`src/logic/sfe_regs.vh`:
```
// Offsets, field positions, reset values and timing constants of the erase sequencer
`ifndef SFE_REGS_VH
`define SFE_REGS_VH

// --------------------
// Register offsets
// --------------------
`define SFE_ADDR_CTRL        8'h00
`define SFE_ADDR_PROTECT     8'h04
`define SFE_ADDR_STATUS      8'h08
`define SFE_ADDR_LAST_ERASE  8'h0C
`define SFE_ADDR_ERASE_COUNT 8'h10

// --------------------
// Field positions and reset values
// --------------------
`define SFE_CTRL_WEL_BIT     0
`define SFE_PROT_TB_BIT      3
`define SFE_STAT_BUSY_BIT    0
`define SFE_STAT_WEL_BIT     1
`define SFE_STAT_ASLEEP_BIT  2
`define SFE_STAT_WAKING_BIT  3
`define SFE_LAST_CHIP_BIT    31
`define SFE_RST_PROTECT      4'h0

// --------------------
// Opcodes and identity address
// --------------------
`define SFE_OP_BLOCK_ERASE   8'hD8
`define SFE_OP_CHIP_ERASE_A  8'hC7
`define SFE_OP_CHIP_ERASE_B  8'h60
`define SFE_OP_SLEEP         8'hB9
`define SFE_OP_WAKE_ID       8'hAB
`define SFE_OP_MANU_DEV_ID   8'h90
`define SFE_OP_READ_STATUS   8'h05
`define SFE_ID_ADDR_DEV_1ST  24'h000001

// --------------------
// Self-timed durations
// --------------------
`define SFE_CLK_MHZ             100
`define SFE_BLOCK_ERASE_TIME_US 1000
`define SFE_CHIP_ERASE_TIME_US  8000
`define SFE_SLEEP_ENTRY_US      3
`define SFE_WAKE_US             3
`define SFE_WAKE_ID_US          2

`endif

```
`src/logic/sfe_sync.v`:
```
// Two flip-flop synchroniser for pin inputs
`timescale 1ns/10ps
module sfe_sync
#(
   parameter W = 3
)
(
   // Clock and reset
   input  wire         i_clk,
   input  wire         i_rst_n,
   // Data
   input  wire [W-1:0] i_async,
   input  wire [W-1:0] i_rst_val,
   output wire [W-1:0] o_sync
);

   reg [W-1:0] meta_ff;
   reg [W-1:0] sync_ff;
   reg         init_ff;

   always @(posedge i_clk or negedge i_rst_n)
   begin
      if (!i_rst_n)
      begin
         meta_ff <= {W{1'b0}};
         sync_ff <= {W{1'b0}};
         init_ff <= 1'b0;
      end
      else
      begin
         meta_ff <= i_async;
         init_ff <= 1'b1;
         sync_ff <= init_ff ? meta_ff : i_rst_val;
      end
   end

   assign o_sync = init_ff ? sync_ff : i_rst_val;

endmodule

```
`src/logic/sfe_timer.v`:
```
// Down counter for the self-timed operations
`timescale 1ns/10ps
module sfe_timer
(
   // Clock and reset
   input  wire        i_clk,
   input  wire        i_rst_n,
   // Control
   input  wire        i_load,
   input  wire [31:0] i_count,
   output reg         o_done,
   output wire        o_running
);

   reg [31:0] cnt_ff;
   reg        run_ff;

   always @(posedge i_clk or negedge i_rst_n)
   begin
      if (!i_rst_n)
      begin
         cnt_ff <= 32'h0;
         run_ff <= 1'b0;
         o_done <= 1'b0;
      end
      else
      begin
         o_done <= 1'b0;
         if (i_load)
         begin
            cnt_ff <= (i_count == 32'h0) ? 32'h1 : i_count;
            run_ff <= 1'b1;
         end
         else if (run_ff)
         begin
            if (cnt_ff == 32'h1)
            begin
               run_ff <= 1'b0;
               o_done <= 1'b1;
            end
            cnt_ff <= cnt_ff - 32'h1;
         end
      end
   end

   assign o_running = run_ff;

endmodule

```
`src/logic/sfe_top.v`:
```
// Serial flash erase, sleep and identity command sequencer
//
// Overview of operation
// D8h plus address erases one block
// Erase accepted only with write_enable_latch set
// Block erase needs select_n rise after bit 32
// Busy high during erase, status still readable
// Finished erase clears write_enable_latch
// Protected block erase is skipped
// C7h or 60h erases whole array
// Chip erase needs select_n rise after bit 8
// Chip erase refused if anything protected
// B9h enters sleep after sleep_entry_delay
// Asleep only ABh is recognised
// Reset starts awake
// Bare ABh wakes after wake_delay
// ABh plus three dummies repeats device identity
// Identity read wakes after wake_id_delay
// ABh ignored while busy
// 90h address 0 sends manufacturer then device
// Address 1 swaps order, bytes alternate
// Opcode and address sampled on rising clock
// Block chosen from upper address bits
// Self-timed durations are cycle parameters
`timescale 1ns/10ps
`include "sfe_regs.vh"
module sfe_top
#(
   parameter       BLOCK_BITS      = 3,
   parameter [7:0] MANU_ID         = 8'h5A,
   parameter [7:0] DEV_ID          = 8'h13,
   parameter       BLOCK_ERASE_CYC = `SFE_BLOCK_ERASE_TIME_US * `SFE_CLK_MHZ,
   parameter       CHIP_ERASE_CYC  = `SFE_CHIP_ERASE_TIME_US * `SFE_CLK_MHZ,
   parameter       SLEEP_CYC       = `SFE_SLEEP_ENTRY_US * `SFE_CLK_MHZ,
   parameter       WAKE_CYC        = `SFE_WAKE_US * `SFE_CLK_MHZ,
   parameter       WAKE_ID_CYC     = `SFE_WAKE_ID_US * `SFE_CLK_MHZ
)
(
   // Clock and reset
   input  wire        i_clk,
   input  wire        i_rst_n,
   // Serial link pins
   input  wire        i_select_n,
   input  wire        i_sclk,
   input  wire        i_serial_input_line,
   output reg         o_serial_output,
   output reg         o_serial_output_oe,
   // Register port
   input  wire [7:0]  i_addr,
   input  wire [31:0] i_wdata,
   input  wire        i_wr,
   input  wire        i_rd,
   output reg  [31:0] o_rdata,
   // Erase action
   output reg         o_erase_start,
   output reg         o_erase_all,
   output reg  [7:0]  o_erase_block,
   output reg         o_asleep
);

   // --------------------
   // States
   // --------------------
   localparam [4:0] ST_IDLE  = 5'h01;
   localparam [4:0] ST_ERASE = 5'h02;
   localparam [4:0] ST_ENTER = 5'h04;
   localparam [4:0] ST_SLEEP = 5'h08;
   localparam [4:0] ST_WAKE  = 5'h10;

   localparam [1:0] TX_STATUS = 2'h0;
   localparam [1:0] TX_DEV    = 2'h1;
   localparam [1:0] TX_PAIR   = 2'h2;

   localparam [8:0] NUM_BLK = 9'h001 << BLOCK_BITS;

   // --------------------
   // Pin synchronisers and edges
   // --------------------
   wire [2:0] pins_sync;
   wire       sel_n_s = pins_sync[2];
   wire       sclk_s  = pins_sync[1];
   wire       din_s   = pins_sync[0];
   reg        sel_n_d_ff;
   reg        sclk_d_ff;

   sfe_sync #(.W(3)) u_sync
   (
      .i_clk     (i_clk),
      .i_rst_n   (i_rst_n),
      .i_async   ({i_select_n, i_sclk, i_serial_input_line}),
      .i_rst_val (3'h4),
      .o_sync    (pins_sync)
   );

   wire sclk_rise = sclk_s & ~sclk_d_ff & ~sel_n_s;
   wire sclk_fall = ~sclk_s & sclk_d_ff & ~sel_n_s;
   wire frame_end = sel_n_s & ~sel_n_d_ff;

   // --------------------
   // Control and status registers
   // --------------------
   reg  [4:0]  state_ff;
   reg  [4:0]  nxt_state;
   reg         wel_ff;
   reg  [3:0]  prot_ff;
   reg  [31:0] last_ff;
   reg  [31:0] count_ff;

   wire        busy      = state_ff[1];
   wire        asleep    = state_ff[3] | state_ff[4];
   wire        tb        = prot_ff[`SFE_PROT_TB_BIT];
   wire [2:0]  bp        = prot_ff[2:0];
   wire [7:0]  stat_byte = {2'h0, tb, bp, wel_ff, busy};

   // --------------------
   // Serial shifter
   // --------------------
   reg  [5:0]  bit_cnt_ff;
   reg  [31:0] shift_ff;
   reg  [7:0]  op_ff;
   reg  [7:0]  tx_byte_ff;
   reg  [2:0]  tx_idx_ff;
   reg  [1:0]  tx_mode_ff;
   reg         tx_on_ff;
   reg         tx_alt_ff;
   reg  [7:0]  nxt_byte;

   wire [31:0] shift_in = {shift_ff[30:0], din_s};

   always @*
   begin
      case (tx_mode_ff)
         TX_STATUS: nxt_byte = stat_byte;
         TX_DEV:    nxt_byte = DEV_ID;
         default:   nxt_byte = tx_alt_ff ? DEV_ID : MANU_ID;
      endcase
   end

   always @(posedge i_clk or negedge i_rst_n)
   begin
      if (!i_rst_n)
      begin
         sel_n_d_ff         <= 1'b1;
         sclk_d_ff          <= 1'b0;
         bit_cnt_ff         <= 6'h00;
         shift_ff           <= 32'h0;
         op_ff              <= 8'h00;
         tx_byte_ff         <= 8'h00;
         tx_idx_ff          <= 3'h0;
         tx_mode_ff         <= TX_STATUS;
         tx_on_ff           <= 1'b0;
         tx_alt_ff          <= 1'b0;
         o_serial_output    <= 1'b0;
         o_serial_output_oe <= 1'b0;
      end
      else
      begin
         sel_n_d_ff <= sel_n_s;
         sclk_d_ff  <= sclk_s;
         if (sel_n_s)
         begin
            bit_cnt_ff         <= 6'h00;
            tx_on_ff           <= 1'b0;
            o_serial_output_oe <= 1'b0;
         end
         // rising edge capture
         else if (sclk_rise)
         begin
            shift_ff <= shift_in;
            if (bit_cnt_ff != 6'h3F)
               bit_cnt_ff <= bit_cnt_ff + 6'h01;
            if (bit_cnt_ff == 6'h07)
            begin
               op_ff <= shift_in[7:0];
               // status readable while busy
               // ignored while asleep
               if (shift_in[7:0] == `SFE_OP_READ_STATUS && !asleep)
               begin
                  tx_on_ff   <= 1'b1;
                  tx_mode_ff <= TX_STATUS;
                  tx_byte_ff <= stat_byte;
                  tx_idx_ff  <= 3'h0;
               end
            end
            if (bit_cnt_ff == 6'h1F && !busy)
            begin
               // identity after dummies
               // nothing while busy
               if (op_ff == `SFE_OP_WAKE_ID && state_ff != ST_WAKE)
               begin
                  tx_on_ff   <= 1'b1;
                  tx_mode_ff <= TX_DEV;
                  tx_byte_ff <= DEV_ID;
                  tx_idx_ff  <= 3'h0;
               end
               // manufacturer then device
               else if (op_ff == `SFE_OP_MANU_DEV_ID && !asleep)
               begin
                  tx_on_ff   <= 1'b1;
                  tx_mode_ff <= TX_PAIR;
                  tx_idx_ff  <= 3'h0;
                  // address one swaps order
                  if (shift_in[23:0] == `SFE_ID_ADDR_DEV_1ST)
                  begin
                     tx_byte_ff <= DEV_ID;
                     tx_alt_ff  <= 1'b0;
                  end
                  else
                  begin
                     tx_byte_ff <= MANU_ID;
                     tx_alt_ff  <= 1'b1;
                  end
               end
            end
         end
         // falling edge output, MSB first
         else if (sclk_fall && tx_on_ff)
         begin
            o_serial_output    <= tx_byte_ff[7];
            o_serial_output_oe <= 1'b1;
            tx_idx_ff          <= tx_idx_ff + 3'h1;
            if (tx_idx_ff == 3'h7)
            begin
               // alternate identity bytes
               tx_byte_ff <= nxt_byte;
               tx_alt_ff  <= ~tx_alt_ff;
            end
            else
               tx_byte_ff <= {tx_byte_ff[6:0], 1'b0};
         end
      end
   end

   // --------------------
   // Protection decode
   // --------------------
   reg  [8:0] prot_cnt;
   reg        blk_prot;
   wire [8:0] req_blk = {1'b0, shift_ff[16 +: 8]} & (NUM_BLK - 9'h001);

   always @*
   begin
      if (bp == 3'h0)
         prot_cnt = 9'h000;
      else if ({6'h00, bp} > BLOCK_BITS)
         prot_cnt = NUM_BLK;
      else
         prot_cnt = 9'h001 << (bp - 3'h1);
      // top or bottom protected range
      if (tb)
         blk_prot = (req_blk < prot_cnt);
      else
         blk_prot = (req_blk >= (NUM_BLK - prot_cnt));
   end

   // --------------------
   // Self-timed operation sequencer
   // --------------------
   reg         tmr_load;
   reg  [31:0] tmr_count;
   wire        tmr_done;

   sfe_timer u_timer
   (
      .i_clk     (i_clk),
      .i_rst_n   (i_rst_n),
      .i_load    (tmr_load),
      .i_count   (tmr_count),
      .o_done    (tmr_done),
      .o_running ()
   );

   wire cmd_blk   = frame_end && bit_cnt_ff == 6'h20 && op_ff == `SFE_OP_BLOCK_ERASE;
   wire cmd_chip  = frame_end && bit_cnt_ff == 6'h08 &&
                    (op_ff == `SFE_OP_CHIP_ERASE_A || op_ff == `SFE_OP_CHIP_ERASE_B);
   wire cmd_sleep = frame_end && bit_cnt_ff == 6'h08 && op_ff == `SFE_OP_SLEEP;
   wire cmd_wake  = frame_end && bit_cnt_ff >= 6'h08 && op_ff == `SFE_OP_WAKE_ID;

   always @*
   begin
      nxt_state = state_ff;
      tmr_load  = 1'b0;
      tmr_count = 32'h0;
      case (state_ff)
         ST_IDLE:
         begin
            // latch gates erase
            // exact length for block erase
            // protected block skipped
            if (cmd_blk && wel_ff && !blk_prot)
            begin
               nxt_state = ST_ERASE;
               tmr_load  = 1'b1;
               // parameterised duration
               tmr_count = BLOCK_ERASE_CYC;
            end
            // exact length for chip erase
            // any protection refuses
            else if (cmd_chip && wel_ff && bp == 3'h0)
            begin
               nxt_state = ST_ERASE;
               tmr_load  = 1'b1;
               tmr_count = CHIP_ERASE_CYC;
            end
            // sleep entry
            else if (cmd_sleep)
            begin
               nxt_state = ST_ENTER;
               tmr_load  = 1'b1;
               tmr_count = SLEEP_CYC;
            end
         end
         ST_ERASE:
         begin
            // busy until timer ends
            if (tmr_done)
               nxt_state = ST_IDLE;
         end
         ST_ENTER:
         begin
            if (tmr_done)
               nxt_state = ST_SLEEP;
         end
         ST_SLEEP:
         begin
            // only wake opcode
            if (cmd_wake)
            begin
               nxt_state = ST_WAKE;
               tmr_load  = 1'b1;
               // bare wake delay
               // identity wake delay
               tmr_count = (bit_cnt_ff == 6'h08) ? WAKE_CYC : WAKE_ID_CYC;
            end
         end
         ST_WAKE:
         begin
            if (tmr_done)
               nxt_state = ST_IDLE;
         end
         default:
            nxt_state = ST_IDLE;
      endcase
   end

   wire erase_go = state_ff[0] && nxt_state == ST_ERASE;

   // --------------------
   // State, latch and erase outputs
   // --------------------
   always @(posedge i_clk or negedge i_rst_n)
   begin
      if (!i_rst_n)
      begin
         // start awake
         state_ff      <= ST_IDLE;
         wel_ff        <= 1'b0;
         prot_ff       <= `SFE_RST_PROTECT;
         last_ff       <= 32'h0;
         count_ff      <= 32'h0;
         o_erase_start <= 1'b0;
         o_erase_all   <= 1'b0;
         o_erase_block <= 8'h00;
         o_asleep      <= 1'b0;
      end
      else
      begin
         state_ff      <= nxt_state;
         o_erase_start <= erase_go;
         o_asleep      <= nxt_state[3] | nxt_state[4];
         if (erase_go)
         begin
            // upper address bits select block
            // block erase to FFh
            // whole array erase
            o_erase_block <= req_blk[7:0];
            o_erase_all   <= cmd_chip;
         end
         if (busy && tmr_done)
         begin
            last_ff  <= {o_erase_all, 23'h0, o_erase_block};
            count_ff <= count_ff + 32'h1;
            // clear latch when erase ends
            wel_ff   <= 1'b0;
         end
         if (i_wr && i_addr == `SFE_ADDR_CTRL)
            wel_ff <= i_wdata[`SFE_CTRL_WEL_BIT];
         if (i_wr && i_addr == `SFE_ADDR_PROTECT)
            prot_ff <= i_wdata[3:0];
      end
   end

   // --------------------
   // Register read port
   // --------------------
   always @(posedge i_clk or negedge i_rst_n)
   begin
      if (!i_rst_n)
         o_rdata <= 32'h0;
      else if (i_rd)
      begin
         case (i_addr)
            `SFE_ADDR_CTRL:        o_rdata <= {31'h0, wel_ff};
            `SFE_ADDR_PROTECT:     o_rdata <= {28'h0, prot_ff};
            `SFE_ADDR_STATUS:      o_rdata <= {28'h0, state_ff[4], asleep, wel_ff, busy};
            `SFE_ADDR_LAST_ERASE:  o_rdata <= last_ff;
            `SFE_ADDR_ERASE_COUNT: o_rdata <= count_ff;
            default:               o_rdata <= 32'h0;
         endcase
      end
      else
         o_rdata <= 32'h0;
   end

endmodule

```
`config.mk`:
```
export PLATFORM = sky130hd
export DESIGN_NAME = sfe_top
export DESIGN_NICKNAME = d
export VERILOG_FILES = /design/src/logic/sfe_sync.v /design/src/logic/sfe_timer.v /design/src/logic/sfe_top.v
export VERILOG_INCLUDE_DIRS = /design/src /design/src/logic
export SDC_FILE = /design/constraint.sdc
export NUM_CORES = 1
export LEC_CHECK = 0
export BUFFER_PORTS_ARGS = -buffer_cell sky130_fd_sc_hd__buf_2
export CAP_MARGIN = 20
export CORE_MARGIN = 4
export CORE_UTILIZATION = 59
export CTS_CLUSTER_DIAMETER = 120
export DETAILED_ROUTE_END_ITERATION = 6
export PLACE_DENSITY_LB_ADDON = 0.05
export SLEW_MARGIN = 20
export SYNTH_ARGS = -nofsm -noshare
export SYNTH_HDL_FRONTEND = slang
export SYNTH_HIERARCHICAL = 1
export SYNTH_SLANG_ARGS = --single-unit
export TNS_END_PERCENT = 5
```
`constraint.sdc`:
```
create_clock -name i_clk -period 5.3 [get_ports i_clk]
set_input_delay 0.53 -clock i_clk [delete_from_list [all_inputs] [get_ports i_clk]]
set_output_delay 0.53 -clock i_clk [all_outputs]
set_load 0.03 [all_outputs]
```
==> flow_metrics.tcl, run 1 <==
set metrics [dict create \
    yosys_warnings 6 \
    clk_pin_slew_worst_paths_ns 0.07 \
    numPortBuffers 58 \
    syn-cell-area_sq_mm 0.00883 \
    grt_pass1_vias 6458 \
    first_iter_violations 317 \
    hpwl_microns 12600 \
    finalWeightedCongestion 0.880 \
    path_cells "nor2_1 -> ha_1 -> nor2b_1 -> nand2_1 -> or2_2 -> ha_1 -> xnor2_1 -> ha_1 -> o21a_1 -> a21oi_1 -> a2111oi_1 -> nor3_1 -> nand2_1 -> o211ai_1 -> buf_4 -> buf_4 -> nand2_1 -> o21ai_0" \
    min_period_over_period_pct 89.1 \
    cts_tree "done" \
    r2r_start "prot_ff[0]" \
    hp-class "in2async" \
    die-width_microns 130 \
    n_fill_cell 1143 \
    rsz0062_at_grt "no" \
    viasPerCell 5.55 \
    multi_input_area_sq_mm 0.00419 \
    num_antenna_cells 0 \
    firstDrtPassIters 5 \
    die-area_sq_mm 0.0170 \
    area_delta_synth_final_pct 12.6 \
    cp.required_ns 5.59 \
    ys_types 74 \
    grt_max_degree 95 \
    regToRegEndpoint "u_timer/cnt_ff[16]" \
    die_h_microns 130 \
    synth_ff_type "dfrtp_1" \
    fin_tns_setup_ns 0 \
    hold_buffers 0 \
    syn_area_per_cell_sq_um 10.1 \
    antenna_found_initial 0 \
    fin_skew_ns 0.00930 \
    peakVddDrop_uv 320 \
    r2r_cells 18 \
    dp.cells 1125 \
    htree_levels 4 \
    drv_slew 0 \
    gr-total-overflow 0 \
    powerDensity_mw_per_mm2 293 \
    track_usage_pct 22.6 \
    wl_per_cell_microns 15.5 \
    cts_buffer_depth 2 \
    finalNonFillerCells 1156 \
    drive_above_1_share_pct 16.2 \
    clock_latency_ns 0.42 \
    final_nets 1023 \
    synthArstFlopShare_pct 100 \
    period_needed_ns 4.72 \
    worstMarginPinSlew_ns 0.839 \
    synth_cells 872 \
    r2r_slack_ns 0.58 \
    vias 6420 \
    critical_path_class "reg2reg" \
    yosys_register_bits 181 \
    fmax_ghz 0.212 \
    yosysTopAreaCell "dfrtp_1" \
    ant_nets 0 \
    cp-endpoint "u_timer/cnt_ff[16]" \
    crit_path_start "prot_ff[0]" \
    cts_buffers 17 \
    critPathMaxFanout 14 \
    final_hold_viol_count 0 \
    root_buffer "clkbuf_16" \
    max_stage_delay_ns 0.68 \
    grt_pass1_wl_microns 30700 \
    synth-edff-count 0 \
    slowest_stage "a2111oi_1" \
    power_leakage_nw 4.64 \
    worstSetupEndpointType "flip-flop" \
    synthTopCellsByArea "dfrtp_1, nand2_1, xnor2_1" \
    critPathArrivalTime_ns 5.01 \
    drc 0 \
    cts_sinks 181 \
    drt_wl_total_microns 17900 \
    status "complete, no violations" \
    core_sq_mm 0.0146 \
    cap_violations 0 \
    ioPinCount 92 \
    slew_headroom_pct 44.1 \
    synth_top_area_share_pct 50.8 \
    placementRows 44 \
    ys_seq_area_share_pct 51.3 \
    cts_setup_buffers 0 \
    regArea_sq_mm 0.00453 \
    initial_core_util_pct 60.5 \
    worstSetupStartpointType "flip-flop" \
    post_cts.resized_instances 0 \
    synth.most_common_cell "dfrtp_1" \
    finalSetupViolations 0 \
    fin_total_pwr_w 0.00291 \
    synth_common_cells "dfrtp_1, nand2_1, xnor2_1, o21ai_0, nor2_1" \
]
[registers in the layout, indices dropped and copies added, names as in the netlist, 2 cells and up]
signal,count
last_ff,4
tx_byte_ff,8
tx_mode_ff,2
prot_ff,4
o_rdata,32
bit_cnt_ff,6
state_ff,5
u_sync/sync_ff,3
u_sync/meta_ff,3
o_erase_block,3
u_timer/cnt_ff,32
count_ff,32
tx_idx_ff,3
op_ff,8
shift_ff,23
[where the power goes]
group / leakage (nW) / internal [W] / switching, W / total, W
Combinational: 2.03 / 0.0000742 / 0.000125 / 0.000199
Sequential: 2.33 / 0.00143 / 0.0000534 / 0.00149
Clock: 0.280 / 0.000705 / 0.000524 / 0.00123
Total: 4.64 / 0.00221 / 0.000702 / 0.00291
[worst min path at each step]
stage / startpoint / endpoint / slack, ns / cells past startpoint
CTS: i_serial_input_line / u_sync/meta_ff[0] / 0.19 / 1
global route: i_select_n / u_sync/meta_ff[2] / 0.19 / 1
finish: i_rst_n / o_rdata[21] / 0.16 / 1
floorplan: i_rst_n / bit_cnt_ff[0] / 0.23 / 0
global placement: u_sync/meta_ff[1] / u_sync/sync_ff[1] / 0.46 / 1
detailed placement: u_sync/meta_ff[2] / u_sync/sync_ff[2] / 0.47 / 1
[worst max-delay path: cells and delay by family (launching register included)]
family	cells	cell delay (ns)
compound gates	5	1.31
buf+inv	2	0.49
xor+xnor	1	0.14
simple gates	7	1.43
flops	1	0.49
fa+ha+maj	3	0.72
[cell families after synthesis]
| kind of cell | count (synthesis) | synth area share (%) |
|---|---|---|
| compound gates | 104 | 7.32 |
| xor+xnor | 68 | 6.75 |
| fa+ha+maj | 16 | 2.27 |
| buf+inv | 58 | 3.18 |
| flops | 181 | 51.3 |
| mux | 34 | 4.55 |
| other cells | 3 | 0.128 |
| simple gates | 408 | 24.5 |
[layout by cell type (no fill, tap or decap), types with 25 or more instances in the layout]
| cell type | count |
|---|---|
| dfrtp_1 | 179 |
| nand2_1 | 149 |
| buf_2 | 57 |
| xnor2_1 | 53 |
| conb_1 | 48 |
| o21ai_0 | 45 |
| nor2_1 | 43 |
| and3_1 | 36 |
| nor3_1 | 34 |
| nand3_1 | 29 |
| nor4_1 | 25 |
| mux2_2 | 25 |
[stage by stage]
step | util, % | cell area, sq um | setup WS [ns] | hold slack [ns]
2_1_floorplan | - | 8990 | 1.34 | 0.234
3_3_place_gp | 64.1 | 9350 | 0.810 | 0.458
3_5_place_dp | 64.2 | 9360 | 0.681 | 0.465
4_1_cts | 68.1 | 9930 | 0.620 | 0.193
5_1_grt | 68.1 | 9940 | 0.302 | 0.188
6_report | 68.1 | 9940 | 0.580 | 0.160
[per-layer routing]
| metal | part of all wire [%] | up-vias | global-route usage [%] |
|---|---|---|---|
| met5 | 0 | - | 0 |
| met1 | 43 | 3142 | 28.9 |
| met2 | 52 | 95 | 38.7 |
| li1 | - | 3166 | - |
| met4 | 1.6 | 0 | 6.91 |
| met3 | 3.3 | 17 | 4.91 |
[final cells by class]
class / instances / area share (%)
inverter: 17 / 0.642
sequential: 181 / 45.6
timing repair buffer: 65 / 3.55
clock buffer: 19 / 4.46
clock inverter: 12 / 1.27
multi-input combinational: 678 / 42.2
tap: 184 / 2.32
Power figures use the tool's default switching activity.
==> run 2, diff against run 1 <==
- CORE_UTILIZATION: 59 -> 53
- clock period: 5.3 -> 4.3 ns (I/O delays scaled with it)
==> run 2 against run 1 <==
Against the previous run: core utilization down 5.7 points; flip-flop and latch count unchanged; die area up 11%; critical path depth down 1; total power up 25%; global-route usage down 2.3 points; largest cell class unchanged; setup slack worse by 0.30 ns; clock power up 28%.
==> flow_metrics.tcl, run 2 (synthesized netlist as in run 1, its figures left out) <==
set metrics [dict create \
    status "complete, no violations" \
    ant_nets 0 \
    viasPerCell 5.39 \
    r2r_cells 17 \
    final_nets 1028 \
    pwr-share-comb_pct 6.9 \
    worstMarginPinSlew_ns 0.945 \
    p_seq_share_pct 50.1 \
    intPower_w 0.00276 \
    track_usage_pct 20.3 \
    firstDrtPassIters 5 \
    cts_sinks 181 \
    final_cell_area_sq_mm 0.0101 \
    core_sq_mm 0.0161 \
    max_stage_delay_ns 0.46 \
    p_clk_share_pct 43.0 \
    crit_path_start "prot_ff[2]" \
    post_dp_cell_area_sq_mm 0.00945 \
    clk_pin_slew_worst_paths_ns 0.07 \
    cts_buffers 17 \
    regToRegEndpoint "u_timer/cnt_ff[24]" \
    period_needed_ns 4.02 \
    gr-total-overflow 0 \
    num_antenna_cells 0 \
    fmax_ghz 0.249 \
    die-area_sq_mm 0.0188 \
    r2r_start "prot_ff[2]" \
    root_buffer "clkbuf_16" \
    fin_skew_ns 0.0117 \
    drt_wl_total_microns 17800 \
    cts_buffer_depth 2 \
    die_h_microns 137 \
    final_hold_viol_count 0 \
    first_iter_violations 385 \
    grt_max_degree 106 \
    peakVddDrop_uv 374 \
    ioPinCount 92 \
    initial_core_util_pct 54.8 \
    powerDensity_mw_per_mm2 363 \
    power_leakage_nw 4.69 \
    vias 6433 \
    placementRows 46 \
    fin_total_pwr_w 0.00365 \
    drv_slew 0 \
    slew_headroom_pct 37.0 \
    hpwl_microns 12500 \
    htree_levels 4 \
    worstSetupStartpointType "flip-flop" \
    hold_buffers 0 \
    n_fill_cell 1335 \
    worstSetupEndpointType "flip-flop" \
    largestRegisters "count_ff: 32 flops, o_rdata: 32 flops, u_timer/cnt_ff: 32 flops" \
    r2r_slack_ns 0.28 \
    fin_tns_setup_ns 0 \
    critical_path_class "reg2reg" \
    rsz0062_at_grt "no" \
    post_cts.resized_instances 0 \
    cp-endpoint "u_timer/cnt_ff[24]" \
    critPathMaxFanout 36 \
    finalSetupViolations 0 \
    path_common_cell "ha_1" \
    cts_setup_buffers 0 \
    finalWeightedCongestion 0.846 \
    final_util_pct 62.4 \
    drive_above_1_share_pct 16.8 \
    die-width_microns 137 \
    drc 0 \
    min_period_over_period_pct 93.5 \
    wl_per_cell_microns 14.9 \
    antenna_found_initial 0 \
    cts_tree "done" \
    cap_violations 0 \
    layout_commonest_cell "dfrtp_1" \
    area_delta_synth_final_pct 14.0 \
    switching_power_w 0.000886 \
    hp-class "in2async" \
    most-common-layout-cells "dfrtp_1, nand2_1, buf_2, xnor2_1, conb_1" \
    grt_pass1_wl_microns 30600 \
    critPathArrivalTime_ns 4.33 \
    swShare_pct 24.3 \
    clock_latency_ns 0.43 \
    cp.required_ns 4.61 \
    numPortBuffers 58 \
    slowest_stage "or3b_2" \
    path_cells "inv_1 -> ha_1 -> nor2b_1 -> nand2_1 -> or2_2 -> ha_1 -> inv_1 -> ha_1 -> or3b_2 -> a21oi_1 -> a2111oi_1 -> buf_4 -> nor3_2 -> nand2_1 -> o211ai_1 -> buf_6 -> mux2_2" \
    grt_pass1_vias 6456 \
]
## run 2: changes by cell type in the layout (fill, tap and decap cells not counted), moves of 2 or more
| cell | change |
|---|---|
| buf_4 | +4 |
| clkinv_4 | +4 |
| clkinv_2 | -4 |
| inv_8 | +2 |
| inv_6 | -2 |
## run 2: worst min-delay path by stage
stage | from | to | slack, ns
finish | i_rst_n | o_rdata[22] | 0.1
global route | i_select_n | u_sync/meta_ff[2] | 0.08
floorplan | i_rst_n | bit_cnt_ff[0] | 0.13
global placement | tx_byte_ff[7] | o_serial_output | 0.46
detailed placement | shift_ff[22] | shift_ff[22] | 0.47
CTS | i_sclk | u_sync/meta_ff[1] | 0.09
## run 2: cell type report
| class | count | area [sq um] | share of cell area, % |
|---|---|---|---|
| Inverter | 17 | 63.8 | 0.634 |
| Tap cell | 216 | 270 | 2.69 |
| Sequential cell | 181 | 4530 | 45.0 |
| Clock buffer | 20 | 457 | 4.54 |
| Clock inverter | 12 | 146 | 1.45 |
| Timing Repair Buffer | 70 | 403 | 4.00 |
| Multi-Input combinational cell | 678 | 4190 | 41.6 |
## run 2: power by group through the flow
stage / sequential, W / combinational [W] / clock (W)
3_3_place_gp: 0.00186 / 0.000244 / 0
3_5_place_dp: 0.00186 / 0.000254 / 0
2_1_floorplan: 0.00184 / 0.000169 / 0
4_1_cts: 0.00183 / 0.000257 / 0.00161
6_report: 0.00183 / 0.000251 / 0.00157
5_1_grt: 0.00184 / 0.000293 / 0.00169
## run 2: critical path: cells and delay by family (launching register included)
family / cells / cell delay, ns
adders and majority gates: 3 / 0.78
muxes: 1 / 0.37
DFF: 1 / 0.36
and+or+nand+nor: 6 / 1.43
buffers and inverters: 4 / 0.57
AOI/OAI and AO/OA: 3 / 0.38
## run 2: routing by layer
layer | vias up | wire [microns] | GRT usage [%]
met5 | - | 0 | 0
met4 | 0 | 153 | 4.93
met3 | 12 | 617 | 4.41
met2 | 99 | 8980 | 35.1
met1 | 3135 | 8010 | 26.0
li1 | 3187 | - | -
## run 2: metrics by stage
step                      hold slack, ns  worst slack, ns  std cells
after global routing              0.0809           0.0694       1194
after CTS                         0.0888           0.0890       1194
after floorplan                    0.134            0.343        917
after detailed placement           0.468            0.123       1162
after global placement             0.459            0.205       1162
final                             0.0997            0.281       1194
